--- config.mk ---
export PLATFORM = sky130hd
export DESIGN_NAME = dramc_ctrl
export DESIGN_NICKNAME = d
export VERILOG_FILES = /design/src/logic/dramc_pkg.sv /design/src/logic/dramc_ctrl.sv
export SDC_FILE = /design/constraint.sdc
export NUM_CORES = 1
export LEC_CHECK = 0
export BUFFER_PORTS_ARGS = -buffer_cell sky130_fd_sc_hd__buf_2
export CORE_AREA = 2 2 101 103
export DETAILED_ROUTE_END_ITERATION = 12
export DIE_AREA = 0 0 103 105
export GPL_TIMING_DRIVEN = 0
export HOLD_SLACK_MARGIN = 0.15
export PLACE_DENSITY = 0.77
export SYNTH_ARGS = -nofsm -noshare
export SYNTH_HDL_FRONTEND = slang
export SYNTH_SLANG_ARGS = --single-unit
--- constraint.sdc ---
create_clock -name sys_clk -period 6 [get_ports sys_clk]
set_input_delay 0.9 -clock sys_clk [delete_from_list [all_inputs] [get_ports sys_clk]]
set_output_delay 0.9 -clock sys_clk [all_outputs]
set_load 0.02 [all_outputs]
--- src/logic/dramc_pkg.sv ---
// How it works
// - Wait 200 us after power-up first.
// - Eight row strobes after power-up.
// - Address is nine row then nine column.
// - Address held stable at strobe falls.
// - Early write: write enable before column.
// - Hidden refresh keeps column low, cycles row.
// - Refresh every row within 4 ms.
// - Refresh strobes 256 rows on low bits.
// - Row-only refresh keeps column strobe high.
// - Page mode bounded by row low maximum.
package dramc_pkg;
   localparam int CLK_NS = 100;
   localparam int POWERUP_US = 200;
   localparam int POWERUP_CYC = (POWERUP_US * 1000 + CLK_NS - 1) / CLK_NS;
   localparam int INIT_STROBES = 8;
   localparam int REFRESH_MS = 4;
   localparam int REFRESH_ROWS = 256;
   // Spacing rounds down so all rows fit inside the period.
   localparam int REFRESH_GAP_CYC = (REFRESH_MS * 1000000 / CLK_NS) / REFRESH_ROWS;
   localparam int ROW_ACCESS_TIME_NS = 150;
   localparam int ROW_ACCESS_CYC = (ROW_ACCESS_TIME_NS + CLK_NS - 1) / CLK_NS;
   localparam int ROW_TO_COL_DELAY_NS = 30;
   localparam int ROW_TO_COL_CYC = (ROW_TO_COL_DELAY_NS + CLK_NS - 1) / CLK_NS;
   localparam int PRECHARGE_NS = 100;
   localparam int PRECHARGE_CYC = (PRECHARGE_NS + CLK_NS - 1) / CLK_NS;
   localparam int OUTPUT_FLOAT_DELAY_NS = 40;
   localparam int OUTPUT_FLOAT_CYC = (OUTPUT_FLOAT_DELAY_NS + CLK_NS - 1) / CLK_NS;
   localparam int ROW_STROBE_MAX_LOW_NS = 10000;
   localparam int ROW_STROBE_MAX_LOW_CYC = ROW_STROBE_MAX_LOW_NS / CLK_NS;
   // Page bursts stop this many cycles early to leave room for the last column cycle.
   localparam int PAGE_MARGIN_CYC = 4;
   localparam int ADDR_W = 9;
   localparam int CELL_W = 18;
   localparam int REF_W = 8;
   localparam int CNT_W = 16;
   typedef enum logic [3:0] {
      DRAMC_POWERUP, DRAMC_INIT, DRAMC_IDLE, DRAMC_ROW, DRAMC_COL, DRAMC_PAGE,
      DRAMC_PRECHARGE, DRAMC_REF_ROW, DRAMC_HIDDEN
   } dramc_state_t;
endpackage

--- src/logic/dramc_ctrl.sv ---
`timescale 1ns/1ps
`default_nettype none
module dramc_ctrl #(
   parameter int POWERUP_CYCLES = dramc_pkg::POWERUP_CYC,
   parameter int REFRESH_GAP = dramc_pkg::REFRESH_GAP_CYC
) (
   // Clock and reset.
   input wire logic sys_clk,
   input wire logic sys_rst,
   // User request side.
   input wire logic req_valid,
   input wire logic req_write,
   input wire logic req_page,
   input wire logic [dramc_pkg::CELL_W-1:0] req_addr,
   input wire logic req_wdata,
   output logic req_ready,
   output logic rsp_valid,
   output logic rsp_rdata,
   output logic init_done,
   // Memory pins.
   output logic row_strobe_n,
   output logic col_strobe_n,
   output logic write_en_n,
   output logic [dramc_pkg::ADDR_W-1:0] mux_address_bus,
   output logic data_input_pin,
   input wire logic data_out_pin
);
   dramc_pkg::dramc_state_t state, next_state;
   logic [dramc_pkg::CNT_W-1:0] wait_cnt;
   logic [dramc_pkg::CNT_W-1:0] ref_cnt;
   logic [dramc_pkg::CNT_W-1:0] row_low_cnt;
   logic [3:0] init_cnt;
   logic [dramc_pkg::REF_W-1:0] ref_row;
   logic [dramc_pkg::CELL_W-1:0] cur_addr;
   logic cur_write;
   logic cur_page;
   logic ref_due;
   logic read_held;

   // Row portion is the upper nine bits of the cell address, column the lower.
   function automatic logic [dramc_pkg::ADDR_W-1:0] row_of(input logic [dramc_pkg::CELL_W-1:0] a);
      row_of = a[dramc_pkg::CELL_W-1:dramc_pkg::ADDR_W];
   endfunction
   function automatic logic [dramc_pkg::ADDR_W-1:0] col_of(input logic [dramc_pkg::CELL_W-1:0] a);
      col_of = a[dramc_pkg::ADDR_W-1:0];
   endfunction

   // Handshake and decisions.
   wire wait_done = (wait_cnt == '0);
   wire page_ok = (row_low_cnt
      < dramc_pkg::CNT_W'(dramc_pkg::ROW_STROBE_MAX_LOW_CYC - dramc_pkg::PAGE_MARGIN_CYC));
   wire page_hit = req_valid && req_page && (row_of(req_addr) == row_of(cur_addr)) && page_ok;
   wire refresh_row_cyc = (state == dramc_pkg::DRAMC_INIT) || (state == dramc_pkg::DRAMC_REF_ROW)
      || (state == dramc_pkg::DRAMC_HIDDEN);
   assign req_ready = ((state == dramc_pkg::DRAMC_IDLE) && !ref_due)
      || ((state == dramc_pkg::DRAMC_PAGE) && page_hit && !ref_due);

   // Next state logic; refresh takes priority over new requests.
   always_comb begin
      next_state = state;
      case (state)
         dramc_pkg::DRAMC_POWERUP: if (wait_done) next_state = dramc_pkg::DRAMC_PRECHARGE;
         dramc_pkg::DRAMC_INIT: if (wait_done) next_state = dramc_pkg::DRAMC_PRECHARGE;
         dramc_pkg::DRAMC_IDLE: begin
            if (ref_due) begin
               next_state = dramc_pkg::DRAMC_REF_ROW;
            end else if (req_valid) begin
               next_state = dramc_pkg::DRAMC_ROW;
            end
         end
         dramc_pkg::DRAMC_ROW: if (wait_done) next_state = dramc_pkg::DRAMC_COL;
         dramc_pkg::DRAMC_COL: begin
            if (wait_done) begin
               if (ref_due && !cur_write) begin
                  next_state = dramc_pkg::DRAMC_HIDDEN;
               end else if (cur_page) begin
                  next_state = dramc_pkg::DRAMC_PAGE;
               end else begin
                  next_state = dramc_pkg::DRAMC_PRECHARGE;
               end
            end
         end
         dramc_pkg::DRAMC_PAGE: begin
            // The open row waits for a following hit until a request that misses, refresh or the row limit ends it.
            if (page_hit && !ref_due) begin
               next_state = dramc_pkg::DRAMC_COL;
            end else if (req_valid || ref_due || !page_ok) begin
               next_state = dramc_pkg::DRAMC_PRECHARGE;
            end
         end
         dramc_pkg::DRAMC_PRECHARGE: begin
            if (wait_done) begin
               next_state = (init_cnt < 4'(dramc_pkg::INIT_STROBES)) ? dramc_pkg::DRAMC_INIT
                  : dramc_pkg::DRAMC_IDLE;
            end
         end
         dramc_pkg::DRAMC_REF_ROW: if (wait_done) next_state = dramc_pkg::DRAMC_PRECHARGE;
         dramc_pkg::DRAMC_HIDDEN: if (wait_done) next_state = dramc_pkg::DRAMC_PRECHARGE;
         default: next_state = dramc_pkg::DRAMC_POWERUP;
      endcase
   end

   // Wait counter loaded on each state change with that state's duration.
   logic [dramc_pkg::CNT_W-1:0] next_wait;
   always_comb begin
      next_wait = (wait_cnt == '0) ? '0 : wait_cnt - 1'b1;
      if (next_state != state || (state == dramc_pkg::DRAMC_PAGE)) begin
         case (next_state)
            dramc_pkg::DRAMC_ROW: next_wait = dramc_pkg::CNT_W'(dramc_pkg::ROW_TO_COL_CYC);
            dramc_pkg::DRAMC_COL: next_wait = dramc_pkg::CNT_W'(dramc_pkg::ROW_ACCESS_CYC);
            dramc_pkg::DRAMC_PRECHARGE: next_wait = dramc_pkg::CNT_W'(dramc_pkg::PRECHARGE_CYC);
            dramc_pkg::DRAMC_INIT, dramc_pkg::DRAMC_REF_ROW:
               next_wait = dramc_pkg::CNT_W'(dramc_pkg::ROW_ACCESS_CYC);
            dramc_pkg::DRAMC_HIDDEN:
               next_wait = dramc_pkg::CNT_W'(dramc_pkg::ROW_ACCESS_CYC + dramc_pkg::PRECHARGE_CYC);
            default: next_wait = '0;
         endcase
      end
   end

   localparam logic [dramc_pkg::CNT_W-1:0] CNT_W_POWERUP = dramc_pkg::CNT_W'(POWERUP_CYCLES);

   // State, counters and request capture.
   always_ff @(posedge sys_clk) begin
      if (sys_rst) begin
         state <= dramc_pkg::DRAMC_POWERUP;
         wait_cnt <= CNT_W_POWERUP;
         init_cnt <= '0;
         cur_addr <= '0;
         cur_write <= 1'b0;
         cur_page <= 1'b0;
      end else begin
         state <= next_state;
         wait_cnt <= next_wait;
         if (state == dramc_pkg::DRAMC_INIT && next_state != state && init_cnt < 4'(dramc_pkg::INIT_STROBES)) begin
            init_cnt <= init_cnt + 1'b1;
         end
         if (req_ready && req_valid) begin
            cur_addr <= req_addr;
            cur_write <= req_write;
            cur_page <= req_page;
         end
      end
   end
   // Refresh interval timer; the pending flag set wins over its clear.
   always_ff @(posedge sys_clk) begin
      if (sys_rst) begin
         ref_cnt <= '0;
         ref_due <= 1'b0;
         ref_row <= '0;
      end else begin
         ref_cnt <= (ref_cnt >= dramc_pkg::CNT_W'(REFRESH_GAP - 1)) ? '0 : ref_cnt + 1'b1;
         if (ref_cnt >= dramc_pkg::CNT_W'(REFRESH_GAP - 1)) begin
            ref_due <= 1'b1;
         end else if ((state == dramc_pkg::DRAMC_REF_ROW || state == dramc_pkg::DRAMC_HIDDEN)
               && next_state != state) begin
            ref_due <= 1'b0;
         end
         if (refresh_row_cyc && next_state != state) begin
            ref_row <= ref_row + 1'b1;
         end
      end
   end

   // Row low time is tracked so page bursts release the row in time.
   always_ff @(posedge sys_clk) begin
      if (sys_rst || row_strobe_n) begin
         row_low_cnt <= '0;
      end else begin
         row_low_cnt <= row_low_cnt + 1'b1;
      end
   end

   // In page mode the column comes straight from the request being taken.
   wire [dramc_pkg::CELL_W-1:0] cur_addr_sel = (state == dramc_pkg::DRAMC_PAGE) ? req_addr : cur_addr;
   wire write_sel = (state == dramc_pkg::DRAMC_PAGE) ? req_write : cur_write;

   // Pin drive: address changes only while its strobe is not falling.
   logic next_row_n, next_col_n, next_we_n;
   logic [dramc_pkg::ADDR_W-1:0] next_addr;
   always_comb begin
      next_row_n = 1'b0;
      next_col_n = 1'b1;
      next_we_n = 1'b1;
      next_addr = row_of(cur_addr);
      case (next_state)
         dramc_pkg::DRAMC_POWERUP, dramc_pkg::DRAMC_IDLE, dramc_pkg::DRAMC_PRECHARGE: begin
            // The refresh row is put out early so a refresh strobe never falls on a moving address.
            next_row_n = 1'b1;
            next_addr = {1'b0, ref_row};
         end
         dramc_pkg::DRAMC_INIT, dramc_pkg::DRAMC_REF_ROW: next_addr = {1'b0, ref_row};
         dramc_pkg::DRAMC_HIDDEN: begin
            // The row is precharged first and strobed again while the column stays low.
            next_row_n = (state != dramc_pkg::DRAMC_HIDDEN)
               || (wait_cnt > dramc_pkg::CNT_W'(dramc_pkg::ROW_ACCESS_CYC + 1));
            next_addr = {1'b0, ref_row};
            next_col_n = 1'b0;
         end
         dramc_pkg::DRAMC_ROW: begin
            // The row address leads the strobe by one cycle so it is settled at the fall.
            next_row_n = (state != dramc_pkg::DRAMC_ROW);
            next_addr = row_of(next_state != state ? req_addr : cur_addr);
         end
         dramc_pkg::DRAMC_COL: begin
            next_addr = col_of(state == dramc_pkg::DRAMC_COL ? cur_addr : cur_addr_sel);
            next_col_n = (state != dramc_pkg::DRAMC_COL);
            next_we_n = !(state == dramc_pkg::DRAMC_COL ? cur_write : write_sel);
         end
         dramc_pkg::DRAMC_PAGE: next_addr = col_of(cur_addr);
         default: next_row_n = 1'b1;
      endcase
   end
   // Pin registers; write enable settles one cycle before the column fall.
   always_ff @(posedge sys_clk) begin
      if (sys_rst) begin
         row_strobe_n <= 1'b1;
         col_strobe_n <= 1'b1;
         write_en_n <= 1'b1;
         mux_address_bus <= '0;
         data_input_pin <= 1'b0;
      end else begin
         row_strobe_n <= next_row_n;
         col_strobe_n <= next_col_n;
         write_en_n <= next_we_n;
         mux_address_bus <= next_addr;
         if (req_ready && req_valid) begin
            data_input_pin <= req_wdata;
         end
      end
   end

   // Read data is sampled at the end of the column phase, unaltered.
   assign read_held = (state == dramc_pkg::DRAMC_COL) && wait_done && !cur_write;
   always_ff @(posedge sys_clk) begin
      if (sys_rst) begin
         rsp_valid <= 1'b0;
         rsp_rdata <= 1'b0;
         init_done <= 1'b0;
      end else begin
         rsp_valid <= read_held;
         if (read_held) begin
            rsp_rdata <= data_out_pin;
         end
         init_done <= (init_cnt >= 4'(dramc_pkg::INIT_STROBES));
      end
   end
endmodule // dramc_ctrl
`default_nettype wire

# After elaboration in Yosys (flattened, before gate mapping)
# Index checks and enable logic that the tools add are counted.
# W data, S select, Z words.
# op_classes
n_bitwise	1
add_sub_neg	5
n_lt_le_gt_ge	5
n_mux	25
eq_ne	21
reduce_logical	39
# op_table
operator	count
$mux W4	9
$pmux W9 S4	1
$add A16 B1 Y16 const B	2
$eq A4 B3 Y1 const B	8
$mux W16	2
$pmux W4 S6	1
$mux W18	1
$mux W9	2
$eq A4 B2 Y1 const B	4
$ge A16 B8 Y1 const B	1
$gt A16 B2 Y1 const B	1
$logic_not A16 Y1	1
$lt A16 B7 Y1 const B	1
$sub A16 B1 Y16 const B	1
$logic_and A1 B1 Y1	15
$eq A9 B9 Y1	1
$logic_or A1 B1 Y1	9
$add A8 B1 Y8 const B	1
$eq A4 B1 Y1 const B	2
$eq A4 B4 Y1 const B	2
$logic_not A4 Y1	2
$reduce_or A4 Y1	2
$pmux W2 S3	1
$reduce_or A2 Y1	3
16 further kinds	23
# totals
regBits	101
input_bits	25
elab_cells	114

# Depth between registers and ports, before layout
# Gate-level depths: netlist of run 1.
# logic_depth
depth_word	10
mapped_depth	13

# Least setup slack after synthesis of run 1
# Ideal clock, no wire load.
# synth_timing
path_kind	input port to flip-flop
start	input port req_addr[17] (netlist name)
end	register wait_cnt[3] (netlist name)
path_slack_ns	2.947
t_arrival_ns	2.987
stages	10
setup_time_ns	0.066
n_path_buf	2
path_cell_list	xnor2_1 -> nand4_1 -> o31a_1 -> o21ai_0 -> nand4_1 -> or2_1 -> buf_6 -> or4_1 -> buf_2 -> a21oi_2
# synth_between
elab_chain_cells	9
# synth_lines
element	line_no	text
from (decl)	dramc_ctrl.sv:14	input wire logic [dramc_pkg::CELL_W-1:0] req_addr,
$eq A9 B9 Y1	dramc_ctrl.sv:52	wire page_hit = req_valid && req_page && (row_of(req_addr) == row_of(cur_addr)) && page_ok;
$logic_and A1 B1 Y1 (2 in a row)	dramc_ctrl.sv:52	
$logic_and A1 B1 Y1	dramc_ctrl.sv:85	if (page_hit && !ref_due) begin
$mux W4	dramc_ctrl.sv:85	
$pmux W4 S6	dramc_ctrl.sv:61	case (state)
$ne A4 B4 Y1	dramc_ctrl.sv:107	if (next_state != state || (state == dramc_pkg::DRAMC_PAGE)) begin
$logic_or A1 B1 Y1	dramc_ctrl.sv:107	
$mux W16	dramc_ctrl.sv:107	
to (signal assigned)	dramc_ctrl.sv:134	wait_cnt <= next_wait;
to (decl)	dramc_ctrl.sv:29	logic [dramc_pkg::CNT_W-1:0] wait_cnt;
# Every way passes these cells.
# A chain may end at the register's enable or synchronous reset.

# Worst setup path in the final report of run 1
# layout_timing
start	register wait_cnt[0] (netlist name)
end	register mux_address_bus[4] (netlist name)
# layout_between
elab_chain_cells	6
word_cells_on_any_way	19
# layout_lines
element	line_no	text
$logic_not A16 Y1 (*)	dramc_ctrl.sv:49	wire wait_done = (wait_cnt == '0);
$mux W4 (on tied branches)	--	
$pmux W4 S6 (*)	dramc_ctrl.sv:61	
$eq A4 B4 Y1 (tied with other cells)	dramc_ctrl.sv:186	case (next_state)
$reduce_or A6 Y1 (no line) / $mux W18 (equally long branches)	--	
$pmux W9 S4 (*)	dramc_ctrl.sv:186	
to (signal assigned)	dramc_ctrl.sv:226	mux_address_bus <= next_addr;
to (decl)	dramc_ctrl.sv:24	output logic [dramc_pkg::ADDR_W-1:0] mux_address_bus,
# Mark *: on every way between the ends. The rest lies on a longest branch, timed or not.

==> impl_metrics.py, run 1 <==
metrics = {
    "placement": {
        "place_inst": 722,
        "gp_congestion": 0.952,
        "dp_hpwl_um": 8480,
        "portBuffers": 41,
    },
    "synth": {
        "yosys_warnings": 0,
        "synth_most_common_cell": "dfxtp_1",
        "synth_cells": 541,
        "async_flop_share_pct": 0,
        "yosys-top-cells-area": "dfxtp_1 42%, mux2i_1 6.9%, nor2_1 6.4%, xnor2_1 4.6%, xor2_1 3.3%",
        "synth_common_cells": "101 x dfxtp_1, 82 x nor2_1, 40 x nand2_1",
        "synth_ff_type": "dfxtp_1",
        "seq_area_frac_synth_pct": 42.1,
        "ys_seq_elements": 101,
        "ys_types": 64,
        "syn_area_mm2": 0.00480,
        "syn_avg_cell_area_um2": 8.87,
        "synth_edf_count": 0,
        "synth_top_area_share_pct": 42.1,
        "yosysTopAreaCell": "dfxtp_1",
    },
    "run_status": {
        "status": "finished clean",
    },
    "layout": {
        "fin_util_pct": 55.7,
        "seq_area_mm2": 0.00202,
        "nFillCells": 910,
        "drive_gt1_share_pct": 11.9,
        "final_nets": 631,
        "multi_input_area_mm2": 0.00264,
        "layout.cells.non_filler": 738,
        "areaGrowthSynthToFinish_pct": 11.8,
        "n_antenna_cell": 0,
    },
    "setup_path": {
        "crit_fanout": 10,
        "endpoint_kind": "flip-flop",
        "crit_type": "flip-flop to flip-flop",
        "r2r_slack_ps": 2310,
        "cp.arrival_ps": 3930,
        "critical_path_required_ps": 6240,
        "reg2reg_depth": 13,
        "timing.rr.start": "wait_cnt[0]",
        "r2r-end": "mux_address_bus[4]",
        "cp-start-kind": "flip-flop",
    },
    "clock_network": {
        "clock-root-buffer": "clkbuf_8",
        "clk_pin_slew_ps": 90,
        "cts_tree": "yes",
        "cts_num_sinks": 101,
        "cts_buffers": 9,
        "post-cts-setup-buffers": 0,
        "clock_latency_ps": 360,
        "cts-htree-levels": 3,
        "cts_resized": 0,
        "cts.path.max_buffers": 2,
        "cts_hold_buf": 0,
    },
    "routing": {
        "wl_um": 11400,
        "vias": 4137,
        "viasPerCell": 5.61,
        "drt-initial-drc-count": 387,
        "first_pass_iters": 5,
        "drc_errors": 0,
        "ant_nets": 0,
        "routedWlPerCell_um": 15.4,
    },
    "pwr": {
        "power.total_mw": 1.13,
        "vdd_ir_drop_max_mv": 0.137,
        "powerDensity_mw_per_mm2": 210,
        "leakage_nw": 2.08,
    },
    "floorplan": {
        "start_util_pct": 49.8,
        "io_pins": 42,
        "core_area_mm2": 0.00964,
        "die_x_um": 103,
        "dieHeight_um": 105,
        "die_area_mm2": 0.0108,
        "rows": 36,
    },
    "min_path": {
        "min_path_type": "flip-flop to flip-flop",
        "hold_path_depth": 1,
        "hold_start": "row_low_cnt[0]",
        "min_to": "row_low_cnt[0]",
    },
    "timing": {
        "finalCriticalPeriod_ps": 3690,
        "max_slew.worst_pin.slew_ps": 811,
        "slew_headroom_pct": 45.9,
        "setup_viol": 0,
        "final.setup.tns_ps": 0,
        "fmax_ghz": 0.271,
        "finalHoldViolations": 0,
        "fin_skew_ps": 12.9,
        "rsz0062_at_grt": "no",
        "drv_slew": 0,
        "finalCritPeriodShare_pct": 61.5,
    },
    "global_routing": {
        "grt_use_met3_pct": 3.81,
        "grt_pass1_wl_um": 18700,
        "grt_use_met1_pct": 31.4,
        "grt_pass1_vias": 3887,
        "met2_usage_pct": 33.2,
        "track_usage_pct": 21.7,
        "antenna_found_initial": 0,
        "grt_max_degree": 17,
        "grt_remaining_overflow": 0,
        "grt-busiest-layer": "met2",
    },
    "flow_run": {
        "maxCapViolations": 0,
    },
}
[critical path: stages, from the launching register on]
cell	delay, ps
dfxtp_1	330
inv_1	90
ha_1	190
nor3b_1	530
nand3b_1	400
clkbuf_1	360
o41ai_1	370
o21ai_0	140
nand4_1	290
or2_1	170
buf_6	120
buf_12	140
mux2i_1	310
o211ai_1	120
[cell usage in the layout, fill, tap and decap left out, drive strengths merged, types with 4 or more instances in the layout]
cell type / netlist / layout
nand2b: 4 / 4
xnor2: 25 / 25
o31ai: 7 / 7
buf: 8 / 49
nor4: 11 / 11
nor2b: 16 / 16
and3: 6 / 6
nor2: 83 / 83
o21ai: 19 / 19
inv: 11 / 11
dfxtp: 101 / 101
o211ai: 12 / 12
mux2i: 33 / 33
nand3: 26 / 26
o41ai: 6 / 6
nand4: 7 / 7
or3: 6 / 6
or4: 6 / 6
nand2: 40 / 40
a21oi: 17 / 17
conb: 1 / 8
nor3: 11 / 11
clkbuf: 14 / 25
xor2: 18 / 18
ha: 6 / 6
a22oi: 8 / 8
[registers in the layout, summed over array words and instances, names as in the netlist]
name,flops
state,4
data_input_pin,1
cur_write,1
cur_addr,18
ref_row,8
ref_cnt,16
write_en_n,1
cur_page,1
ref_due,1
rsp_rdata,1
col_strobe_n,1
row_strobe_n,1
init_done,1
mux_address_bus,9
rsp_valid,1
wait_cnt,16
row_low_cnt,16
init_cnt,4
[metal layers]
layer / up-vias / share of wire (%) / routed length (µm)
li1: 2025 / - / -
met2: 126 / 47 / 5320
met1: 1973 / 47 / 5310
met5: - / 0 / 0
met3: 13 / 5.5 / 625
met4: 0 / 0.96 / 109
[layout make-up]
class	count	area share [%]
Sequential cell	101	37.7
Multi-Input combinational cell	414	49.3
Tap cell	133	3.10
Clock buffer	11	2.45
Buffer	22	2.22
Inverter	11	0.770
Clock inverter	5	0.700
Timing Repair Buffer	41	3.82
[per-stage QoR]
step | worst slack (ps) | hold WS [ps] | area (µm²)
floorplan | 2950 | 430 | 4820
finish | 2310 | 482 | 5370
CTS | 2370 | 491 | 5370
global placement | 2230 | 445 | 5200
detailed placement | 2210 | 466 | 5200
global route | 1970 | 508 | 5370
[cell families (layout without fill, tap and decap cells)]
family                     after synthesis  count (layout)  synth area share [%]
and+or+nand+nor                        226             226                  23.3
xor gates and xnor gates                43              43                  7.85
DFF                                    101             101                  42.1
other                                    1               8                0.0782
AOI/OAI and AO/OA                       96              96                  14.2
buffers and inverters                   33              90                  3.34
adders and majority gates                6               6                  1.56
muxes                                   35              35                  7.51
[how the worst max path moves through the flow]
stage	start	end	slack, ps
finish	wait_cnt[0]	mux_address_bus[4]	2310
global route	wait_cnt[0]	mux_address_bus[4]	1970
CTS	wait_cnt[0]	mux_address_bus[4]	2370
detailed placement	req_addr[17]	wait_cnt[12]	2210
global placement	req_addr[17]	wait_cnt[5]	2230
floorplan	req_addr[17]	wait_cnt[3]	2950
[where the power goes]
part / switching (mW) / total, mW / internal, mW
sequential: 0.0105 / 0.691 / 0.681
combinational: 0.0339 / 0.0578 / 0.0239
clock: 0.225 / 0.376 / 0.152
total: 0.269 / 1.13 / 0.857
No activity file was read; power rests on OpenSTA's default activity.
==> inputs of run 2 (changes only) <==
--- a/config.mk
+++ b/config.mk
@@ -5,10 +5,11 @@
 export SDC_FILE = /design/constraint.sdc
 export NUM_CORES = 1
 export LEC_CHECK = 0
+export ABC_AREA = 1
 export BUFFER_PORTS_ARGS = -buffer_cell sky130_fd_sc_hd__buf_2
-export CORE_AREA = 2 2 101 103
+export CORE_AREA = 2 2 102 104
 export DETAILED_ROUTE_END_ITERATION = 12
-export DIE_AREA = 0 0 103 105
+export DIE_AREA = 0 0 104 106
 export GPL_TIMING_DRIVEN = 0
 export HOLD_SLACK_MARGIN = 0.15
 export PLACE_DENSITY = 0.77
==> constraint.sdc (replaced) <==
create_clock -name sys_clk -period 3.85 [get_ports sys_clk]
set_input_delay 0.5775 -clock sys_clk [delete_from_list [all_inputs] [get_ports sys_clk]]
set_output_delay 0.5775 -clock sys_clk [all_outputs]
set_load 0.02 [all_outputs]
==> impl_metrics.py, run 2 <==
metrics = {
    "placement": {
        "portBuffers": 41,
        "dp_hpwl_um": 9020,
        "dp_slack_ps": 1150,
        "gp_congestion": 0.900,
        "place_inst": 895,
    },
    "setup_path": {
        "endpoint_kind": "flip-flop",
        "cp.arrival_ps": 2950,
        "crit_fanout": 10,
        "critical_path_required_ps": 4050,
        "cp-start-kind": "flip-flop",
        "crit_type": "flip-flop to flip-flop",
    },
    "layout": {
        "nFillCells": 1007,
        "fin_util_pct": 54.7,
        "most-common-layout-cells": "177 x nand2_1, 102 x nor2_1, 101 x dfxtp_1",
        "layout_commonest_cell": "nand2_1",
        "seq_area_mm2": 0.00202,
        "multi_input_area_mm2": 0.00253,
        "areaGrowthSynthToFinish_pct": 11.6,
        "n_antenna_cell": 0,
        "largest_register_ffs": 18,
        "final_nets": 801,
        "regMostFlops": "cur_addr",
        "drive_gt1_share_pct": 10.8,
        "layout.cells.non_filler": 911,
    },
    "synth": {
        "yosys_warnings": 0,
        "ys_types": 39,
        "synth_common_cells": "177 x nand2_1, 102 x nor2_1, 101 x dfxtp_1",
        "ys_seq_elements": 101,
        "synth_most_common_cell": "nand2_1",
        "yosysTopAreaCell": "dfxtp_1",
        "synth_edf_count": 0,
        "syn_avg_cell_area_um2": 6.89,
        "synth_top_area_share_pct": 41.3,
        "seq_area_frac_synth_pct": 41.3,
        "yosys-top-cells-area": "dfxtp_1 41%, nand2_1 14%, nor2_1 7.8%, inv_1 5.4%, a21oi_1 5.3%",
        "syn_area_mm2": 0.00490,
        "synth_ff_type": "dfxtp_1",
        "synth_cells": 711,
        "async_flop_share_pct": 0,
    },
    "global_routing": {
        "grt_remaining_overflow": 0,
        "track_usage_pct": 22.8,
        "grt_pass1_vias": 4454,
        "grt-busiest-layer": "met2",
        "met2_usage_pct": 39.0,
        "grt_pass1_wl_um": 20300,
        "antenna_found_initial": 0,
        "grt_use_met3_pct": 3.86,
        "grt_max_degree": 17,
        "grt_use_met1_pct": 28.7,
    },
    "clock_network": {
        "clock-root-buffer": "clkbuf_8",
        "cts_buffers": 9,
        "cts-htree-levels": 3,
        "cts_resized": 0,
        "clock_latency_ps": 370,
        "cts_tree": "yes",
        "clk_pin_slew_ps": 90,
        "cts.path.max_buffers": 2,
        "cts_num_sinks": 101,
        "cts_hold_buf": 0,
        "post-cts-setup-buffers": 0,
    },
    "timing": {
        "setup_viol": 0,
        "fmax_ghz": 0.364,
        "finalCritPeriodShare_pct": 71.4,
        "max_slew.worst_pin.slew_ps": 683,
        "finalHoldViolations": 0,
        "fin_skew_ps": 13.5,
        "setup_slack_ps": 1100,
        "rsz0062_at_grt": "no",
        "final.setup.tns_ps": 0,
        "drv_slew": 0,
        "finalCriticalPeriod_ps": 2750,
        "slew_headroom_pct": 54.5,
    },
    "flow_run": {
        "maxCapViolations": 0,
    },
    "min_path": {
        "min_path_type": "input port to flip-flop",
    },
    "pwr": {
        "leakage_nw": 2.38,
        "powerDensity_mw_per_mm2": 486,
        "vdd_ir_drop_max_mv": 0.280,
    },
    "floorplan": {
        "dieHeight_um": 106,
        "die_area_mm2": 0.0110,
        "start_util_pct": 49.0,
        "io_pins": 42,
        "core_area_mm2": 0.0100,
        "rows": 37,
        "die_x_um": 104,
    },
    "routing": {
        "drt-initial-drc-count": 315,
        "drc_errors": 0,
        "routedWlPerCell_um": 12.9,
        "ant_nets": 0,
        "viasPerCell": 5.11,
        "first_pass_iters": 4,
        "vias": 4658,
        "wl_um": 11800,
    },
    "run_status": {
        "status": "finished clean",
    },
}
run 2: cells by family after synthesis:
family                   after synthesis  synth area share (%)
AO/OA/AOI/OAI                        111                  11.9
XOR/XNOR                              23                  4.11
adder cells (fa/ha/maj)                6                  1.53
buffers and inverters                 93                  7.61
flip-flops                           101                  41.3
other                                  1                0.0766
AND/OR/NAND/NOR                      376                  33.5
run 2: final cells by class:
| cell class | instances | area share, % |
|---|---|---|
| inverters | 75 | 5.15 |
| well taps | 136 | 3.11 |
| plain buffers | 18 | 1.67 |
| repair buffers | 41 | 3.75 |
| flip-flops and latches | 101 | 37.0 |
| clock inverters | 6 | 0.732 |
| clock buffers | 10 | 2.33 |
| multi-input cells | 524 | 46.3 |
run 2: through the flow:
| stage | hold WS [ps] | instance area (µm²) | total power [mW] |
|---|---|---|---|
| 2_1_floorplan | 413 | 4920 | 1.86 |
| 3_3_place_gp | 428 | 5300 | 2.05 |
| 3_5_place_dp | 438 | 5300 | 2.08 |
| 4_1_cts | 438 | 5470 | 2.67 |
| 5_1_grt | 434 | 5470 | 2.85 |
| 6_report | 435 | 5470 | 2.66 |
run 2: layer usage:
metal  routed length (µm)  part of all wire, %  vias to the layer above
met5                    0                    0                        -
met1                 5320                   45                     2123
met4                  314                  2.7                        0
li1                     -                    -                     2399
met3                  532                  4.5                       24
met2                 5630                   48                      112
run 2: worst paths after layout:
path              depth (start not counted)    startpoint  slack (ps)            to
setup / recovery                         14   wait_cnt[0]        1100  row_strobe_n
hold / removal                            3  data_out_pin         440     rsp_rdata
setup reg to reg                         14   wait_cnt[0]        1100  row_strobe_n
hold reg to reg                           1    ref_cnt[0]         450    ref_cnt[0]
run 2: critical path, stage by stage, from the launching register on:
cell and delay (ps):
dfxtp_1 330, inv_1 70, ha_1 220, nand2_2 130
nor2_8 190, nand2_2 100, buf_6 180, a21oi_2 120
nand3_1 180, nor2_4 210, inv_1 100, nand3_1 120
clkinv_1 290, o21ai_0 170, o2111ai_1 160
run 2: where the power goes:
group	internal, mW	leakage [nW]	switching, mW	total, mW
Combinational	0.297	1.48	0.594	0.891
Sequential	1.12	0.820	0.0549	1.18
Clock	0.233	0.0743	0.360	0.592
